<file path="config.mk">
export PLATFORM = sky130hd
export DESIGN_NAME = acm_top
export DESIGN_NICKNAME = d
export VERILOG_FILES = /design/src/hw/acm_pkg.sv /design/src/hw/acm_tick_div.sv /design/src/hw/acm_top.sv
export VERILOG_INCLUDE_DIRS = /design/src /design/src/hw
export SDC_FILE = /design/constraint.sdc
export NUM_CORES = 1
export LEC_CHECK = 0
export BUFFER_PORTS_ARGS = -buffer_cell sky130_fd_sc_hd__buf_2
export CAP_MARGIN = 0
export CORE_MARGIN = 10
export CORE_UTILIZATION = 50
export DETAILED_ROUTE_END_ITERATION = 8
export MAX_ROUTING_LAYER = met4
export PLACE_DENSITY = 0.74
export SETUP_SLACK_MARGIN = 0.02
export SLEW_MARGIN = 20
export SYNTH_ARGS = -nofsm -noshare
export SYNTH_HDL_FRONTEND = slang
export SYNTH_SLANG_ARGS = --single-unit
</file>
<file path="constraint.sdc">
create_clock -name aclk -period 3.4 [get_ports aclk]
set_input_delay 0.68 -clock aclk [delete_from_list [all_inputs] [get_ports aclk]]
set_output_delay 0.68 -clock aclk [all_outputs]
set_load 0.02 [all_outputs]
</file>
<file path="src/hw/acm_defs.svh">
// constants of the audio clock mode controller: offsets, fields, resets, timing
// assumes a single 125 MHz bus clock and 32-bit AXI4-Lite register access
//
// Notes on behaviour
// - pll_power on: clocks come from the PLL
// - ref codes 0/2/3: frame, bit 32fs, 64fs
// - ref codes 4-7,9,12,13 use master_clk_in; others unavailable
// - clocks invalid until lock; lock time per reference
// - master_clk_in reference: twelve fs_select rate codes
// - frame/bit reference: upper fs_select bits choose range
// - pll master before lock: bit/frame low
// - after lock, normal clocks after one sample
// - pll_power cleared in master: bit/frame restart from master_clk_in
// - later unlock: bit/frame may be invalid
// - pll slave: mclk_out low with bit/frame ref; with mclk ref invalid, then divided when locked
// - mclk_out_div picks 256/128/64/32fs when enabled
// - master: bit clock 32/64fs, frame 1fs
// - pll_power off: run from master_clk_in
// - external: low fs_select bits give mclk ratio
// - external master: derive bit/frame from master_clk_in
// - mclk_out_div applies in external mode and in pll mode once locked (scrambled before lock); pll slave with bit/frame ref keeps mclk_out low
// - master_slave_select 1 master, reset slave
// - dac powers up only once master_clk_in toggles
`ifndef ACM_DEFS_SVH
`define ACM_DEFS_SVH

`define ACM_OFF_CTRL 12'h000
`define ACM_OFF_STATUS 12'h004
`define ACM_CTRL_RST 32'h0000_0000
`define ACM_CTRL_MASK 32'h0007_FFF3
`define ACM_RESP_OKAY 2'b00
`define ACM_RESP_SLVERR 2'b10

`define ACM_CLK_HZ 125000000
`define ACM_MS_PER_S 1000
`define ACM_LOCK_FRAME_MS 160
`define ACM_LOCK_BIT_MS 4
`define ACM_LOCK_MCLK_MS 40
`define ACM_LOCK_MCLK_SLOW_MS 200
`define ACM_LOCK_W 25

// generator runs at 512fs; tap positions of the divided clocks
`define ACM_BASE_MULT 512
`define ACM_GEN_W 9
`define ACM_TAP_256FS 0
`define ACM_TAP_128FS 1
`define ACM_TAP_64FS 2
`define ACM_TAP_32FS 3
`define ACM_TAP_1FS 8
`define ACM_TICK_W 16
`define ACM_TICK_CYC(f) (`ACM_CLK_HZ / (`ACM_BASE_MULT * (f)))
`define ACM_SCRAMBLE_BIT 3

`endif

</file>
<file path="src/hw/acm_pkg.sv">
// types of the audio clock mode controller
// assumes acm_defs.svh supplies all numeric constants
package acm_pkg;

  typedef struct packed {
    logic [12:0] rsvd_hi;
    logic spk_dac_path;
    logic hp_dac_path;
    logic dac_power;
    logic bitclk_out_rate;
    logic [1:0] mclk_out_div;
    logic mclk_out_enable;
    logic [3:0] fs_select;
    logic [3:0] pll_ref_select;
    logic [1:0] rsvd_lo;
    logic master_slave_select;
    logic pll_power;
  } acm_ctrl_t;

  typedef enum logic [2:0] {
    ACM_ST_BYPASS,
    ACM_ST_PWRUP,
    ACM_ST_SETTLE,
    ACM_ST_LOCKED,
    ACM_ST_RELOCK
  } acm_state_t;

  typedef enum logic [2:0] {
    ACM_REF_FRAME,
    ACM_REF_BIT,
    ACM_REF_MCLK,
    ACM_REF_MCLK_SLOW,
    ACM_REF_NA
  } acm_ref_t;

  typedef struct packed {
    logic [22:0] rsvd;
    logic mute_advised;
    logic fs_ok;
    logic ref_ok;
    logic dac_active;
    logic clocks_valid;
    logic locked;
    acm_state_t state;
  } acm_status_t;

endpackage

</file>
<file path="src/hw/acm_tick_div.sv">
// programmable divider: one-cycle tick every period cycles of aclk
// assumes period is at least one and held stable while enabled
`timescale 1ns/1ps
module acm_tick_div #(
  parameter int W = 16
) (
  input wire logic aclk, // bus clock
  input wire logic aresetn, // synchronous reset, active low
  input wire logic en, // run the divider
  input wire logic clr, // restart the count
  input wire logic [W-1:0] period, // cycles between ticks
  output logic tick_r // one-cycle tick
);

  logic [W-1:0] cnt_r;

  if (W < 2) begin : g_chk
    $error("acm_tick_div: W must be at least 2");
  end

  always_ff @(posedge aclk) begin
    if (!aresetn) begin
      cnt_r <= '0;
      tick_r <= 1'b0;
    end else if (clr || !en) begin
      cnt_r <= period - W'(1);
      tick_r <= 1'b0;
    end else if (cnt_r == '0) begin
      cnt_r <= period - W'(1);
      tick_r <= 1'b1;
    end else begin
      cnt_r <= cnt_r - W'(1);
      tick_r <= 1'b0;
    end
  end

endmodule

</file>
<file path="src/hw/acm_top.sv">
// audio clock mode controller: pll/external and master/slave clock selection
// assumes audio pins are synchronous to aclk; registers over AXI4-Lite
`timescale 1ns/1ps
`include "acm_defs.svh"
module acm_top import acm_pkg::*; #(
  parameter int ADDR_W = 12,
  parameter int LOCK_FRAME_CYC = `ACM_LOCK_FRAME_MS * (`ACM_CLK_HZ / `ACM_MS_PER_S),
  parameter int LOCK_BIT_CYC = `ACM_LOCK_BIT_MS * (`ACM_CLK_HZ / `ACM_MS_PER_S),
  parameter int LOCK_MCLK_CYC = `ACM_LOCK_MCLK_MS * (`ACM_CLK_HZ / `ACM_MS_PER_S),
  parameter int LOCK_MCLK_SLOW_CYC = `ACM_LOCK_MCLK_SLOW_MS * (`ACM_CLK_HZ / `ACM_MS_PER_S)
) (
  input wire logic aclk, // bus and logic clock
  input wire logic aresetn, // synchronous reset, active low
  input wire logic [ADDR_W-1:0] s_axi_awaddr, // write address
  input wire logic [2:0] s_axi_awprot, // unused protection
  input wire logic s_axi_awvalid, // write address valid
  output logic s_axi_awready, // write address ready
  input wire logic [31:0] s_axi_wdata, // write data
  input wire logic [3:0] s_axi_wstrb, // byte strobes
  input wire logic s_axi_wvalid, // write data valid
  output logic s_axi_wready, // write data ready
  output logic [1:0] s_axi_bresp, // write response
  output logic s_axi_bvalid, // write response valid
  input wire logic s_axi_bready, // write response ready
  input wire logic [ADDR_W-1:0] s_axi_araddr, // read address
  input wire logic [2:0] s_axi_arprot, // unused protection
  input wire logic s_axi_arvalid, // read address valid
  output logic s_axi_arready, // read address ready
  output logic [31:0] s_axi_rdata, // read data
  output logic [1:0] s_axi_rresp, // read response
  output logic s_axi_rvalid, // read data valid
  input wire logic s_axi_rready, // read data ready
  input wire logic master_clk_in, // master clock pin
  input wire logic bit_clock_in, // bit clock pin level
  input wire logic frame_clock_in, // frame clock pin level
  output logic bit_clock_out, // bit clock drive value
  output logic bit_clock_oe, // bit clock drive enable
  output logic frame_clock_out, // frame clock drive value
  output logic frame_clock_oe, // frame clock drive enable
  output logic mclk_out, // master clock output pin
  output logic dac_run, // dac out of power-down
  output logic hp_path_en, // headphone dac path
  output logic spk_path_en // speaker dac path
);

  if (ADDR_W < 3 || LOCK_FRAME_CYC < 1 || LOCK_BIT_CYC < 1 || LOCK_MCLK_CYC < 1 ||
      LOCK_MCLK_SLOW_CYC < 1) begin : g_chk_min
    $error("acm_top: address width or lock counts too small");
  end
  if (LOCK_FRAME_CYC >= (1 << `ACM_LOCK_W) || LOCK_MCLK_SLOW_CYC >= (1 << `ACM_LOCK_W) ||
      LOCK_MCLK_CYC >= (1 << `ACM_LOCK_W) || LOCK_BIT_CYC >= (1 << `ACM_LOCK_W)) begin : g_chk_max
    $error("acm_top: lock counts exceed the lock counter");
  end

  function automatic acm_ref_t ref_decode(input logic [3:0] code);
    case (code)
      4'h0: ref_decode = ACM_REF_FRAME;
      4'h2, 4'h3: ref_decode = ACM_REF_BIT;
      4'h4, 4'h5, 4'h6, 4'h7, 4'hC, 4'hD: ref_decode = ACM_REF_MCLK;
      4'h9: ref_decode = ACM_REF_MCLK_SLOW;
      default: ref_decode = ACM_REF_NA;
    endcase
  endfunction

  function automatic logic is_mclk_ref(input acm_ref_t r);
    is_mclk_ref = (r == ACM_REF_MCLK) || (r == ACM_REF_MCLK_SLOW);
  endfunction

  function automatic logic fs_code_ok(input acm_ref_t r, input logic [3:0] fs);
    if (is_mclk_ref(r)) begin
      case (fs)
        4'h8, 4'h9, 4'hC, 4'hD: fs_code_ok = 1'b0;
        default: fs_code_ok = 1'b1;
      endcase
    end else begin
      fs_code_ok = (fs[3:2] != 2'b11);
    end
  endfunction

  // generator tick period for 512fs; bit/frame reference uses the top of its range
  function automatic logic [`ACM_TICK_W-1:0] tick_period(input acm_ref_t r,
                                                         input logic [3:0] fs);
    logic [`ACM_TICK_W-1:0] p;
    p = `ACM_TICK_W'(`ACM_TICK_CYC(48000));
    if (is_mclk_ref(r)) begin
      case (fs)
        4'h0: p = `ACM_TICK_W'(`ACM_TICK_CYC(8000));
        4'h1: p = `ACM_TICK_W'(`ACM_TICK_CYC(12000));
        4'h2: p = `ACM_TICK_W'(`ACM_TICK_CYC(16000));
        4'h3: p = `ACM_TICK_W'(`ACM_TICK_CYC(24000));
        4'h4: p = `ACM_TICK_W'(`ACM_TICK_CYC(7350));
        4'h5: p = `ACM_TICK_W'(`ACM_TICK_CYC(11025));
        4'h6: p = `ACM_TICK_W'(`ACM_TICK_CYC(14700));
        4'h7: p = `ACM_TICK_W'(`ACM_TICK_CYC(22050));
        4'hA: p = `ACM_TICK_W'(`ACM_TICK_CYC(32000));
        4'hE: p = `ACM_TICK_W'(`ACM_TICK_CYC(29400));
        4'hF: p = `ACM_TICK_W'(`ACM_TICK_CYC(44100));
        default: p = `ACM_TICK_W'(`ACM_TICK_CYC(48000));
      endcase
    end else begin
      case (fs[3:2])
        2'b00: p = `ACM_TICK_W'(`ACM_TICK_CYC(12000));
        2'b01: p = `ACM_TICK_W'(`ACM_TICK_CYC(24000));
        default: p = `ACM_TICK_W'(`ACM_TICK_CYC(48000));
      endcase
    end
    tick_period = p;
  endfunction

  function automatic logic [31:0] apply_strb(input logic [31:0] old_v,
                                             input logic [31:0] new_v,
                                             input logic [3:0] strb);
    logic [31:0] v;
    v = old_v;
    for (int i = 0; i < 4; i++) begin
      if (strb[i]) begin
        v[i*8 +: 8] = new_v[i*8 +: 8];
      end
    end
    apply_strb = v;
  endfunction

  acm_ctrl_t ctrl_r;
  acm_state_t state_r;
  acm_status_t status;
  acm_ref_t ref_sel;
  logic ref_ok, fs_ok, cfg_ok, cfg_changed;
  logic [7:0] cfg_key, cfg_key_r;
  logic [`ACM_LOCK_W-1:0] lock_cnt_r, lock_target;
  logic [`ACM_GEN_W-1:0] gen_r;
  logic [3:0] scr_r;
  logic pll_power_d_r, mclk_prev_r, half_r, int_tick, ext_tick, gen_tick, gen_clr;
  logic gen_run, mclk_sel, bck_sel, lock_ok, dac_active_r;
  logic aw_hold_r, w_hold_r;
  logic [ADDR_W-1:0] awaddr_r;
  logic [31:0] wdata_r;
  logic [3:0] wstrb_r;

  assign ref_sel = ref_decode(ctrl_r.pll_ref_select);
  assign ref_ok = (ref_sel != ACM_REF_NA);
  assign fs_ok = fs_code_ok(ref_sel, ctrl_r.fs_select);
  assign cfg_ok = ref_ok && fs_ok;
  // a bit/frame reference ignores the low fs bits, so they do not force a relock
  assign cfg_key = {ctrl_r.pll_ref_select, ctrl_r.fs_select[3:2],
                    is_mclk_ref(ref_sel) ? ctrl_r.fs_select[1:0] : 2'b00};
  assign cfg_changed = (cfg_key != cfg_key_r);

  always_comb begin
    case (ref_sel)
      ACM_REF_FRAME: lock_target = `ACM_LOCK_W'(LOCK_FRAME_CYC);
      ACM_REF_BIT: lock_target = `ACM_LOCK_W'(LOCK_BIT_CYC);
      ACM_REF_MCLK_SLOW: lock_target = `ACM_LOCK_W'(LOCK_MCLK_SLOW_CYC);
      default: lock_target = `ACM_LOCK_W'(LOCK_MCLK_CYC);
    endcase
  end

  always_ff @(posedge aclk) begin
    if (!aresetn) begin
      cfg_key_r <= '0;
      pll_power_d_r <= 1'b0;
    end else begin
      cfg_key_r <= cfg_key;
      pll_power_d_r <= ctrl_r.pll_power;
    end
  end

  // lock model: a pll reaches lock after its worst-case lock time
  always_ff @(posedge aclk) begin
    if (!aresetn) begin
      state_r <= ACM_ST_BYPASS;
      lock_cnt_r <= '0;
    end else begin
      case (state_r)
        ACM_ST_BYPASS: begin
          lock_cnt_r <= '0;
          if (ctrl_r.pll_power) begin
            state_r <= ACM_ST_PWRUP;
          end
        end
        ACM_ST_PWRUP, ACM_ST_RELOCK: begin
          if (!ctrl_r.pll_power) begin
            state_r <= ACM_ST_BYPASS;
          end else if (!cfg_ok || cfg_changed) begin
            lock_cnt_r <= '0;
          end else if (lock_cnt_r >= lock_target - `ACM_LOCK_W'(1)) begin
            state_r <= ACM_ST_SETTLE;
          end else begin
            lock_cnt_r <= lock_cnt_r + `ACM_LOCK_W'(1);
          end
        end
        ACM_ST_SETTLE, ACM_ST_LOCKED: begin
          lock_cnt_r <= '0;
          if (!ctrl_r.pll_power) begin
            state_r <= ACM_ST_BYPASS;
          end else if (!cfg_ok || cfg_changed) begin
            state_r <= ACM_ST_RELOCK;
          end else if (state_r == ACM_ST_SETTLE && gen_tick && (&gen_r)) begin
            state_r <= ACM_ST_LOCKED;
          end
        end
        default: state_r <= ACM_ST_BYPASS;
      endcase
    end
  end

  acm_tick_div #(
    .W(`ACM_TICK_W)
  ) u_div (
    .aclk(aclk),
    .aresetn(aresetn),
    .en(ctrl_r.pll_power && cfg_ok),
    .clr(cfg_changed),
    .period(tick_period(ref_sel, ctrl_r.fs_select)),
    .tick_r(int_tick)
  );

  // external mode: master_clk_in edges become 512fs ticks per the ratio code
  always_comb begin
    case (ctrl_r.fs_select[1:0])
      2'b00: ext_tick = (master_clk_in != mclk_prev_r);
      2'b01: ext_tick = master_clk_in && !mclk_prev_r && half_r;
      default: ext_tick = master_clk_in && !mclk_prev_r;
    endcase
  end

  always_ff @(posedge aclk) begin
    if (!aresetn) begin
      mclk_prev_r <= 1'b0;
      half_r <= 1'b0;
    end else begin
      mclk_prev_r <= master_clk_in;
      if (master_clk_in && !mclk_prev_r) begin
        half_r <= !half_r;
      end
    end
  end

  assign gen_run = ctrl_r.pll_power ? cfg_ok : 1'b1;
  assign gen_tick = gen_run && (ctrl_r.pll_power ? int_tick : ext_tick);
  // restarting on a pll_power change keeps the switchover free of runt pulses
  assign gen_clr = !gen_run || (ctrl_r.pll_power != pll_power_d_r);

  always_ff @(posedge aclk) begin
    if (!aresetn || gen_clr) begin
      gen_r <= '0;
    end else if (gen_tick) begin
      gen_r <= gen_r + `ACM_GEN_W'(1);
    end
  end

  always_ff @(posedge aclk) begin
    if (!aresetn) begin
      scr_r <= 4'h1;
    end else begin
      scr_r <= {scr_r[2:0], scr_r[3] ^ scr_r[2]};
    end
  end

  always_comb begin
    case (ctrl_r.mclk_out_div)
      2'b00: mclk_sel = gen_r[`ACM_TAP_256FS];
      2'b01: mclk_sel = gen_r[`ACM_TAP_128FS];
      2'b10: mclk_sel = gen_r[`ACM_TAP_64FS];
      default: mclk_sel = gen_r[`ACM_TAP_32FS];
    endcase
  end
  assign bck_sel = ctrl_r.bitclk_out_rate ? gen_r[`ACM_TAP_64FS] : gen_r[`ACM_TAP_32FS];
  assign lock_ok = (state_r == ACM_ST_SETTLE) || (state_r == ACM_ST_LOCKED);

  always_ff @(posedge aclk) begin
    if (!aresetn) begin
      mclk_out <= 1'b0;
    end else if (!ctrl_r.mclk_out_enable) begin
      mclk_out <= 1'b0;
    end else if (!ctrl_r.pll_power) begin
      mclk_out <= mclk_sel;
    end else if (!cfg_ok || (!ctrl_r.master_slave_select && !is_mclk_ref(ref_sel))) begin
      mclk_out <= 1'b0;
    end else if (!lock_ok) begin
      mclk_out <= mclk_sel ^ scr_r[`ACM_SCRAMBLE_BIT];
    end else begin
      mclk_out <= mclk_sel;
    end
  end

  always_ff @(posedge aclk) begin
    if (!aresetn || !ctrl_r.master_slave_select) begin
      bit_clock_oe <= 1'b0;
      frame_clock_oe <= 1'b0;
      bit_clock_out <= 1'b0;
      frame_clock_out <= 1'b0;
    end else begin
      bit_clock_oe <= 1'b1;
      frame_clock_oe <= 1'b1;
      if (!ctrl_r.pll_power) begin
        bit_clock_out <= bck_sel;
        frame_clock_out <= gen_r[`ACM_TAP_1FS];
      end else if (state_r == ACM_ST_PWRUP || state_r == ACM_ST_BYPASS || gen_clr) begin
        bit_clock_out <= 1'b0;
        frame_clock_out <= 1'b0;
      end else begin
        bit_clock_out <= bck_sel;
        frame_clock_out <= gen_r[`ACM_TAP_1FS];
      end
    end
  end

  // dac stays down until master_clk_in shows an edge after dac_power is set
  always_ff @(posedge aclk) begin
    if (!aresetn || !ctrl_r.dac_power) begin
      dac_active_r <= 1'b0;
    end else if (master_clk_in != mclk_prev_r) begin
      dac_active_r <= 1'b1;
    end
  end

  always_ff @(posedge aclk) begin
    if (!aresetn) begin
      dac_run <= 1'b0;
      hp_path_en <= 1'b0;
      spk_path_en <= 1'b0;
    end else begin
      dac_run <= dac_active_r;
      hp_path_en <= ctrl_r.hp_dac_path;
      spk_path_en <= ctrl_r.spk_dac_path;
    end
  end

  always_comb begin
    status = '0;
    status.state = state_r;
    status.locked = (state_r == ACM_ST_LOCKED);
    status.clocks_valid = ctrl_r.pll_power ? (state_r == ACM_ST_LOCKED) : 1'b1;
    status.dac_active = dac_active_r;
    status.ref_ok = ref_ok;
    status.fs_ok = fs_ok;
    // software should clear both dac paths while this reads one
    status.mute_advised = ctrl_r.pll_power && (state_r != ACM_ST_LOCKED) &&
                          (ctrl_r.hp_dac_path || ctrl_r.spk_dac_path);
  end

  // write channel: address and data taken in either order, response after both
  always_ff @(posedge aclk) begin
    if (!aresetn) begin
      ctrl_r <= acm_ctrl_t'(`ACM_CTRL_RST);
      aw_hold_r <= 1'b0;
      w_hold_r <= 1'b0;
      awaddr_r <= '0;
      wdata_r <= '0;
      wstrb_r <= '0;
      s_axi_awready <= 1'b1;
      s_axi_wready <= 1'b1;
      s_axi_bvalid <= 1'b0;
      s_axi_bresp <= `ACM_RESP_OKAY;
    end else begin
      if (s_axi_awvalid && s_axi_awready) begin
        aw_hold_r <= 1'b1;
        awaddr_r <= s_axi_awaddr;
        s_axi_awready <= 1'b0;
      end
      if (s_axi_wvalid && s_axi_wready) begin
        w_hold_r <= 1'b1;
        wdata_r <= s_axi_wdata;
        wstrb_r <= s_axi_wstrb;
        s_axi_wready <= 1'b0;
      end
      if (aw_hold_r && w_hold_r && !s_axi_bvalid) begin
        aw_hold_r <= 1'b0;
        w_hold_r <= 1'b0;
        s_axi_bvalid <= 1'b1;
        if (awaddr_r[ADDR_W-1:2] == `ACM_OFF_CTRL >> 2) begin
          ctrl_r <= acm_ctrl_t'(apply_strb(ctrl_r, wdata_r, wstrb_r) & `ACM_CTRL_MASK);
          s_axi_bresp <= `ACM_RESP_OKAY;
        end else begin
          s_axi_bresp <= `ACM_RESP_SLVERR;
        end
      end
      if (s_axi_bvalid && s_axi_bready) begin
        s_axi_bvalid <= 1'b0;
        s_axi_awready <= 1'b1;
        s_axi_wready <= 1'b1;
      end
    end
  end

  always_ff @(posedge aclk) begin
    if (!aresetn) begin
      s_axi_arready <= 1'b1;
      s_axi_rvalid <= 1'b0;
      s_axi_rdata <= '0;
      s_axi_rresp <= `ACM_RESP_OKAY;
    end else if (s_axi_arvalid && s_axi_arready) begin
      s_axi_arready <= 1'b0;
      s_axi_rvalid <= 1'b1;
      if (s_axi_araddr[ADDR_W-1:2] == `ACM_OFF_CTRL >> 2) begin
        s_axi_rdata <= ctrl_r;
        s_axi_rresp <= `ACM_RESP_OKAY;
      end else if (s_axi_araddr[ADDR_W-1:2] == `ACM_OFF_STATUS >> 2) begin
        s_axi_rdata <= status;
        s_axi_rresp <= `ACM_RESP_OKAY;
      end else begin
        s_axi_rdata <= '0;
        s_axi_rresp <= `ACM_RESP_SLVERR;
      end
    end else if (s_axi_rvalid && s_axi_rready) begin
      s_axi_rvalid <= 1'b0;
      s_axi_arready <= 1'b1;
    end
  end

endmodule

</file>
==> results of run 1 <==
## cell type report
type                            instances  area [sq um]
Inverter                               38           143
Clock buffer                           20           457
Tap cell                              216           270
Multi-Input combinational cell        713          4490
Fill cell                            1438          6500
Sequential cell                       161          3230
Timing Repair Buffer                  112           681
Clock inverter                         12           111
Antenna cell                            1          2.50
## cell usage in the layout, fill, tap and decap left out, types with 15 or more instances in the layout
master,count
dfxtp_1,158
nand2_1,152
a21oi_1,85
buf_2,81
nor2_1,61
inv_1,34
ha_1,33
nand3_1,31
buf_4,28
o21ai_0,27
nor3_1,26
and3_1,19
and2_1,18
nand4_1,18
xor2_1,18
clkbuf_16,18
xnor2_1,16
conb_1,16
o211ai_1,15
## stage by stage
stage          TNS [ns]  total power [W]
3_5_place_dp     -0.163          0.00221
6_report              0          0.00403
5_1_grt         -0.0354          0.00417
4_1_cts               0          0.00405
2_1_floorplan         0          0.00215
3_3_place_gp          0          0.00221
## path summary, 6_finish.rpt
check | start | endpoint | slack (ns)
min reg2reg | scr_r[1] | scr_r[2] | 0.44
max | ref_sel[1] | lock_cnt_r[3] | 0.15
max reg2reg | ref_sel[1] | lock_cnt_r[3] | 0.15
min | scr_r[1] | scr_r[2] | 0.44
## critical path: cells and delay by family, from the launching register on
family,cells,cell delay [ns]
flip-flops,1,0.37
AO/OA/AOI/OAI,2,0.71
buffers and inverters,2,0.24
AND/OR/NAND/NOR,8,1.15
adder cells (fa/ha/maj),2,0.53
XOR/XNOR,1,0.13
## per-layer routing
metal	track usage [%]	vias up	wire length (um)
met5	-	-	0
met4	7.14	0	365
met3	4.36	31	1110
met2	31.6	197	10100
met1	23.5	3316	9160
li1	-	3562	-
## cell families (layout without fill, tap and decap cells)
kind of cell / Yosys count / count (layout) / synth area share (%)
adders and majority gates: 34 / 34 / 5.25
and+or+nand+nor: 398 / 398 / 24.8
xor gates and xnor gates: 34 / 34 / 3.68
DFF: 161 / 161 / 39.8
muxes: 15 / 15 / 2.02
AOI/OAI and AO/OA: 216 / 216 / 17.6
other: 2 / 17 / 0.0927
buffers and inverters: 99 / 182 / 6.72
## sequential cells by signal, indices dropped and copies added, names as in the netlist, 3 cells and up, named ones only
signal,cells
scr_r,4
u_div.cnt_r,16
awaddr_r,10
lock_cnt_r,25
s_axi_rdata,19
state_r,3
gen_r,9
cfg_key_r,8
ref_sel,3
cfg_key,6
wdata_r,17
wstrb_r,3
ctrl_r,11
## timing repair
| action | 4_1_cts | 5_1_grt |
|---|---|---|
| buffers inserted | 0 | 3 |
| pin swaps | 1 | 7 |
| setup endpoints to repair | 6 | 28 |
| hold buffers | 0 | 0 |
| cloned | 0 | 1 |
| gates resized for setup | 1 | 29 |
## report_power, final
group	internal (W)	leakage, nW	switching [W]	total [W]
registers	0.00192	1.31	0.0000266	0.00195
clock network	0.00100	0.272	0.000859	0.00186
logic	0.0000770	2.25	0.000139	0.000216
total	0.00300	3.83	0.00102	0.00403
==> impl_metrics.toml, run 1 <==
[setup_path]
cp_slowest_cell = "o41ai_1"
cp-start-kind = "flop"
cp_slowest_stage_delay_ns = 0.41
cp.arrival_ns = 3.57
reg2reg_depth = 15
cp-end-kind = "flop"
cp.required_ns = 3.72
crit_chain = "nor2b_4, nand2_1, inv_2, nor2_4, nand2_1, ha_1, nor2b_1, xnor2_1, ha_1, and4_1, and4_4, a22oi_2, buf_4, nand3_1, o41ai_1"
worstSetupPathType = "reg2reg"
cp_max_fo = 6

[sta]
skew_ns = 0.0164
period_minus_slack_ns = 3.25
layout_worst_path_cycle_share_pct = 95.6
max_slew_margin_pct = 51.8
worst_pin_slew_ns = 0.715
fmax_mhz = 308
setup_ws_ns = 0.150
setup_violations = 0
whs_ns = 0.437
hold_viol = 0
slew_viol_final = 0

[die]
num_rows = 46
start_util_pct = 51.0
core_area_sq_um = 15900
pin_count = 125
dieHeight_um = 147
dieArea_sq_um = 21700
die_w_um = 147

[job]
cap_violations = 0

[drt]
final_antenna_net_count = 0
drc = 0
drt-pass1-iter-count = 5
dr_total_vias = 7106
via_per_inst = 5.58
drt_iter0_markers = 519
drt_wl_total_um = 20700
wl_per_cell_um = 16.3

[placement]
placed_area_sq_um = 8680
dp.final_hpwl_um = 15000
dp.cells = 1236
dp_slack_ns = -0.0566
port_buffers = 81
routabilityCongestion = 0.981

[synth]
seq_area_frac_synth_pct = 39.8
syn_area_per_cell_sq_um = 8.45
synth_seq_cells = 161
synth_top_area_share_pct = 39.8
ys_top_cells_by_count = "161 x dfxtp_1, 153 x nand2_1, 87 x a21oi_1"
mappedNetlistArea_sq_um = 8100
synth_cells = 959
synth_most_common_cell = "dfxtp_1"
synth_top_area_cell = "dfxtp_1"
yosys_warnings = 0
dominantRegCellSynth = "dfxtp_1"
synth-async-reset-ratio_pct = 0
synth.top_cells.by_area = "dfxtp_1 40%, nand2_1 7.1%, a21oi_1 5.4%"
synth_cell_type_count = 81
synth-edff-count = 0

[cells_and_area]
stdcell_count = 1273
finish.utilization_pct = 59.1
layout.nets = 1153
stdcell_area_sq_um = 9390
syn2layout_area_growth_pct = 15.8
drive_above_1_share_pct = 17.9

[power_and_ir_drop]
leakage_nw = 3.83
p_per_area_nw_per_um2 = 429
ir_drop_mv = 0.373

[outcome]
status = "finished, final reports clean"

[global_routing]
overflow = 0
grt_pass1_wl_um = 34500
grt_max_degree = 63
grt_pass1_vias = 6983
grtUsageTotal_pct = 19.6
antenna_found_initial = 1

[hold_path]
hold_depth = 1
worstHoldPathType = "reg2reg"

[clock_tree]
clock-sinks = 161
cts_tree = "built"
clock_latency_ns = 0.44
clock_tree.root_cell = "clkbuf_16"
cts_max_level = 4
path_clk_slew_ns = 0.07
cts_buffer_depth = 2
cts_buffers = 17
No activity file was read; power rests on OpenSTA's default activity.
==> run 2: changes to the inputs <==
Settings changed: RECOVER_POWER set to 50.
==> run 2 against run 1 <==
  * Cell area decreased by 0.64%
  * Largest cell class unchanged
  * Highest routed layer unchanged
  * Total power is essentially flat
  * Hold slack improved by 0.0040 ns
  * Largest power group unchanged
  * Via count up 0.55%
  * Critical path depth did not move
  * Wire length shrank 0.11%
  * Core utilization shrank 0.38 points
==> impl_metrics.toml, run 2 (synthesis results as in run 1) <==
[outcome]
status = "finished, final reports clean"

[setup_path]
worstSetupPathType = "reg2reg"
crit_buf_inv = 2
cp_max_fo = 6
cp_slowest_cell = "o41ai_1"
critical-path-top-delay-family = "simple AND/OR/NAND/NOR gates"
cp-end-kind = "flop"
cp.required_ns = 3.72
cp-start-kind = "flop"
cp.arrival_ns = 3.57
cp_slowest_stage_delay_ns = 0.41
crit_chain = "nor2b_4, nand2_1, inv_2, nor2_4, nand2_1, ha_1, nor2b_1, xnor2_1, ha_1, and4_1, and4_4, a22oi_2, buf_4, nand3_1, o41ai_1"

[power_and_ir_drop]
leakage_nw = 3.68
p_per_area_nw_per_um2 = 432
p_total_w = 0.00402
ir_drop_mv = 0.373

[sta]
period_minus_slack_ns = 3.25
setup_ws_ns = 0.151
worst_pin_slew_ns = 1.34
layout_worst_path_cycle_share_pct = 95.6
max_slew_margin_pct = 10.5
hold_viol = 0
slew_viol_final = 0
fmax_mhz = 308
finalSetupTns_ns = 0
skew_ns = 0.0168
setup_violations = 0

[cells_and_area]
mostFrequentLayoutCell = "dfxtp_1"
largest_reg_flops = 25
syn2layout_area_growth_pct = 15.1
drive_above_1_share_pct = 14.8
layout.nets = 1153
top_register = "lock_cnt_r"
layout_common_cells = "158 x dfxtp_1, 152 x nand2_1, 85 x a21oi_1, 61 x nor2_1, 51 x buf_2"
top_regs = "lock_cnt_r x25, s_axi_rdata x19, wdata_r x17"

[placement]
dp_slack_ns = -0.0566
routabilityCongestion = 0.981
port_buffers = 81
dp.final_hpwl_um = 15000

[drt]
via_per_inst = 5.61
drt-pass1-iter-count = 5
drt_wl_total_um = 20700
final_antenna_net_count = 0
wl_per_cell_um = 16.3
dr_total_vias = 7145
drc = 0
drt_iter0_markers = 481

[die]
dieHeight_um = 147
dieArea_sq_um = 21700
pin_count = 125
num_rows = 46
core_area_sq_um = 15900
die_w_um = 147
start_util_pct = 51.0

[global_routing]
grt_pass1_vias = 6983
grt_pass1_wl_um = 34500
overflow = 0
antenna_found_initial = 1
grt_max_degree = 63
grtUsageTotal_pct = 19.6

[clock_tree]
path_clk_slew_ns = 0.07
clock_latency_ns = 0.44
clock-sinks = 161
cts_max_level = 4
cts_tree = "built"
clock_tree.root_cell = "clkbuf_16"
hold_buffers = 0
cts_buffers = 17
cts_buffer_depth = 2

[hold_path]
worstHoldPathType = "reg2reg"

[job]
cap_violations = 0
-- run 2: path summary, 6_finish.rpt --
path,from,end,slack (ns),cells past startpoint
max,ref_sel[1],lock_cnt_r[3],0.15,15
min,scr_r[1],scr_r[2],0.44,1
min reg2reg,scr_r[1],scr_r[2],0.44,1
max reg2reg,ref_sel[1],lock_cnt_r[3],0.15,15
-- run 2: final cells by class --
cell class | instances | area (sq um)
diodes | 1 | 2.50
clock buffers | 20 | 457
clock inverters | 12 | 111
fillers | 1462 | 6560
inverters | 38 | 143
multi-input cells | 713 | 4490
flip-flops and latches | 161 | 3230
well taps | 216 | 270
repair buffers | 112 | 621
-- run 2: where the power goes --
group | switching, W | leakage (nW) | internal, W
Combinational | 0.000138 | 2.10 | 0.0000743
Sequential | 0.0000266 | 1.31 | 0.00192
Clock | 0.000859 | 0.272 | 0.00100
Total | 0.00102 | 3.68 | 0.00300
-- run 2: routing by layer --
| metal | GRT usage [%] | share of wire [%] | vias up |
|---|---|---|---|
| li1 | - | - | 3567 |
| met1 | 23.5 | 44 | 3329 |
| met2 | 31.6 | 48 | 212 |
| met3 | 4.36 | 5.5 | 37 |
| met4 | 7.14 | 2.1 | 0 |
| met5 | - | 0 | - |
-- run 2: through the flow --
stage | cells | util (%) | hold slack [ns] | instance area, sq um
finish | 1273 | 58.7 | 0.441 | 9330
floorplan | 973 | - | 0.412 | 8190
global placement | 1236 | 54.7 | 0.415 | 8680
global route | 1273 | 58.7 | 0.456 | 9330
CTS | 1268 | 58.2 | 0.437 | 9250
detailed placement | 1236 | 54.7 | 0.420 | 8680
-- run 2: worst register-to-register path: stages (launching register included) --
cell	delay, ns
dfxtp_4	0.37
nor2b_4	0.13
nand2_1	0.11
inv_2	0.06
nor2_4	0.10
nand2_1	0.09
ha_1	0.20
nor2b_1	0.14
xnor2_1	0.13
ha_1	0.33
and4_1	0.22
and4_4	0.15
a22oi_2	0.30
buf_4	0.18
nand3_1	0.21
o41ai_1	0.41
-- run 2: timing repair --
item | in CTS | in global routing
setup buffers | 0 | 3
endpoints found under the setup margin | 6 | 28
resized for setup | 1 | 29
pin swaps | 1 | 7
gates cloned | 0 | 1
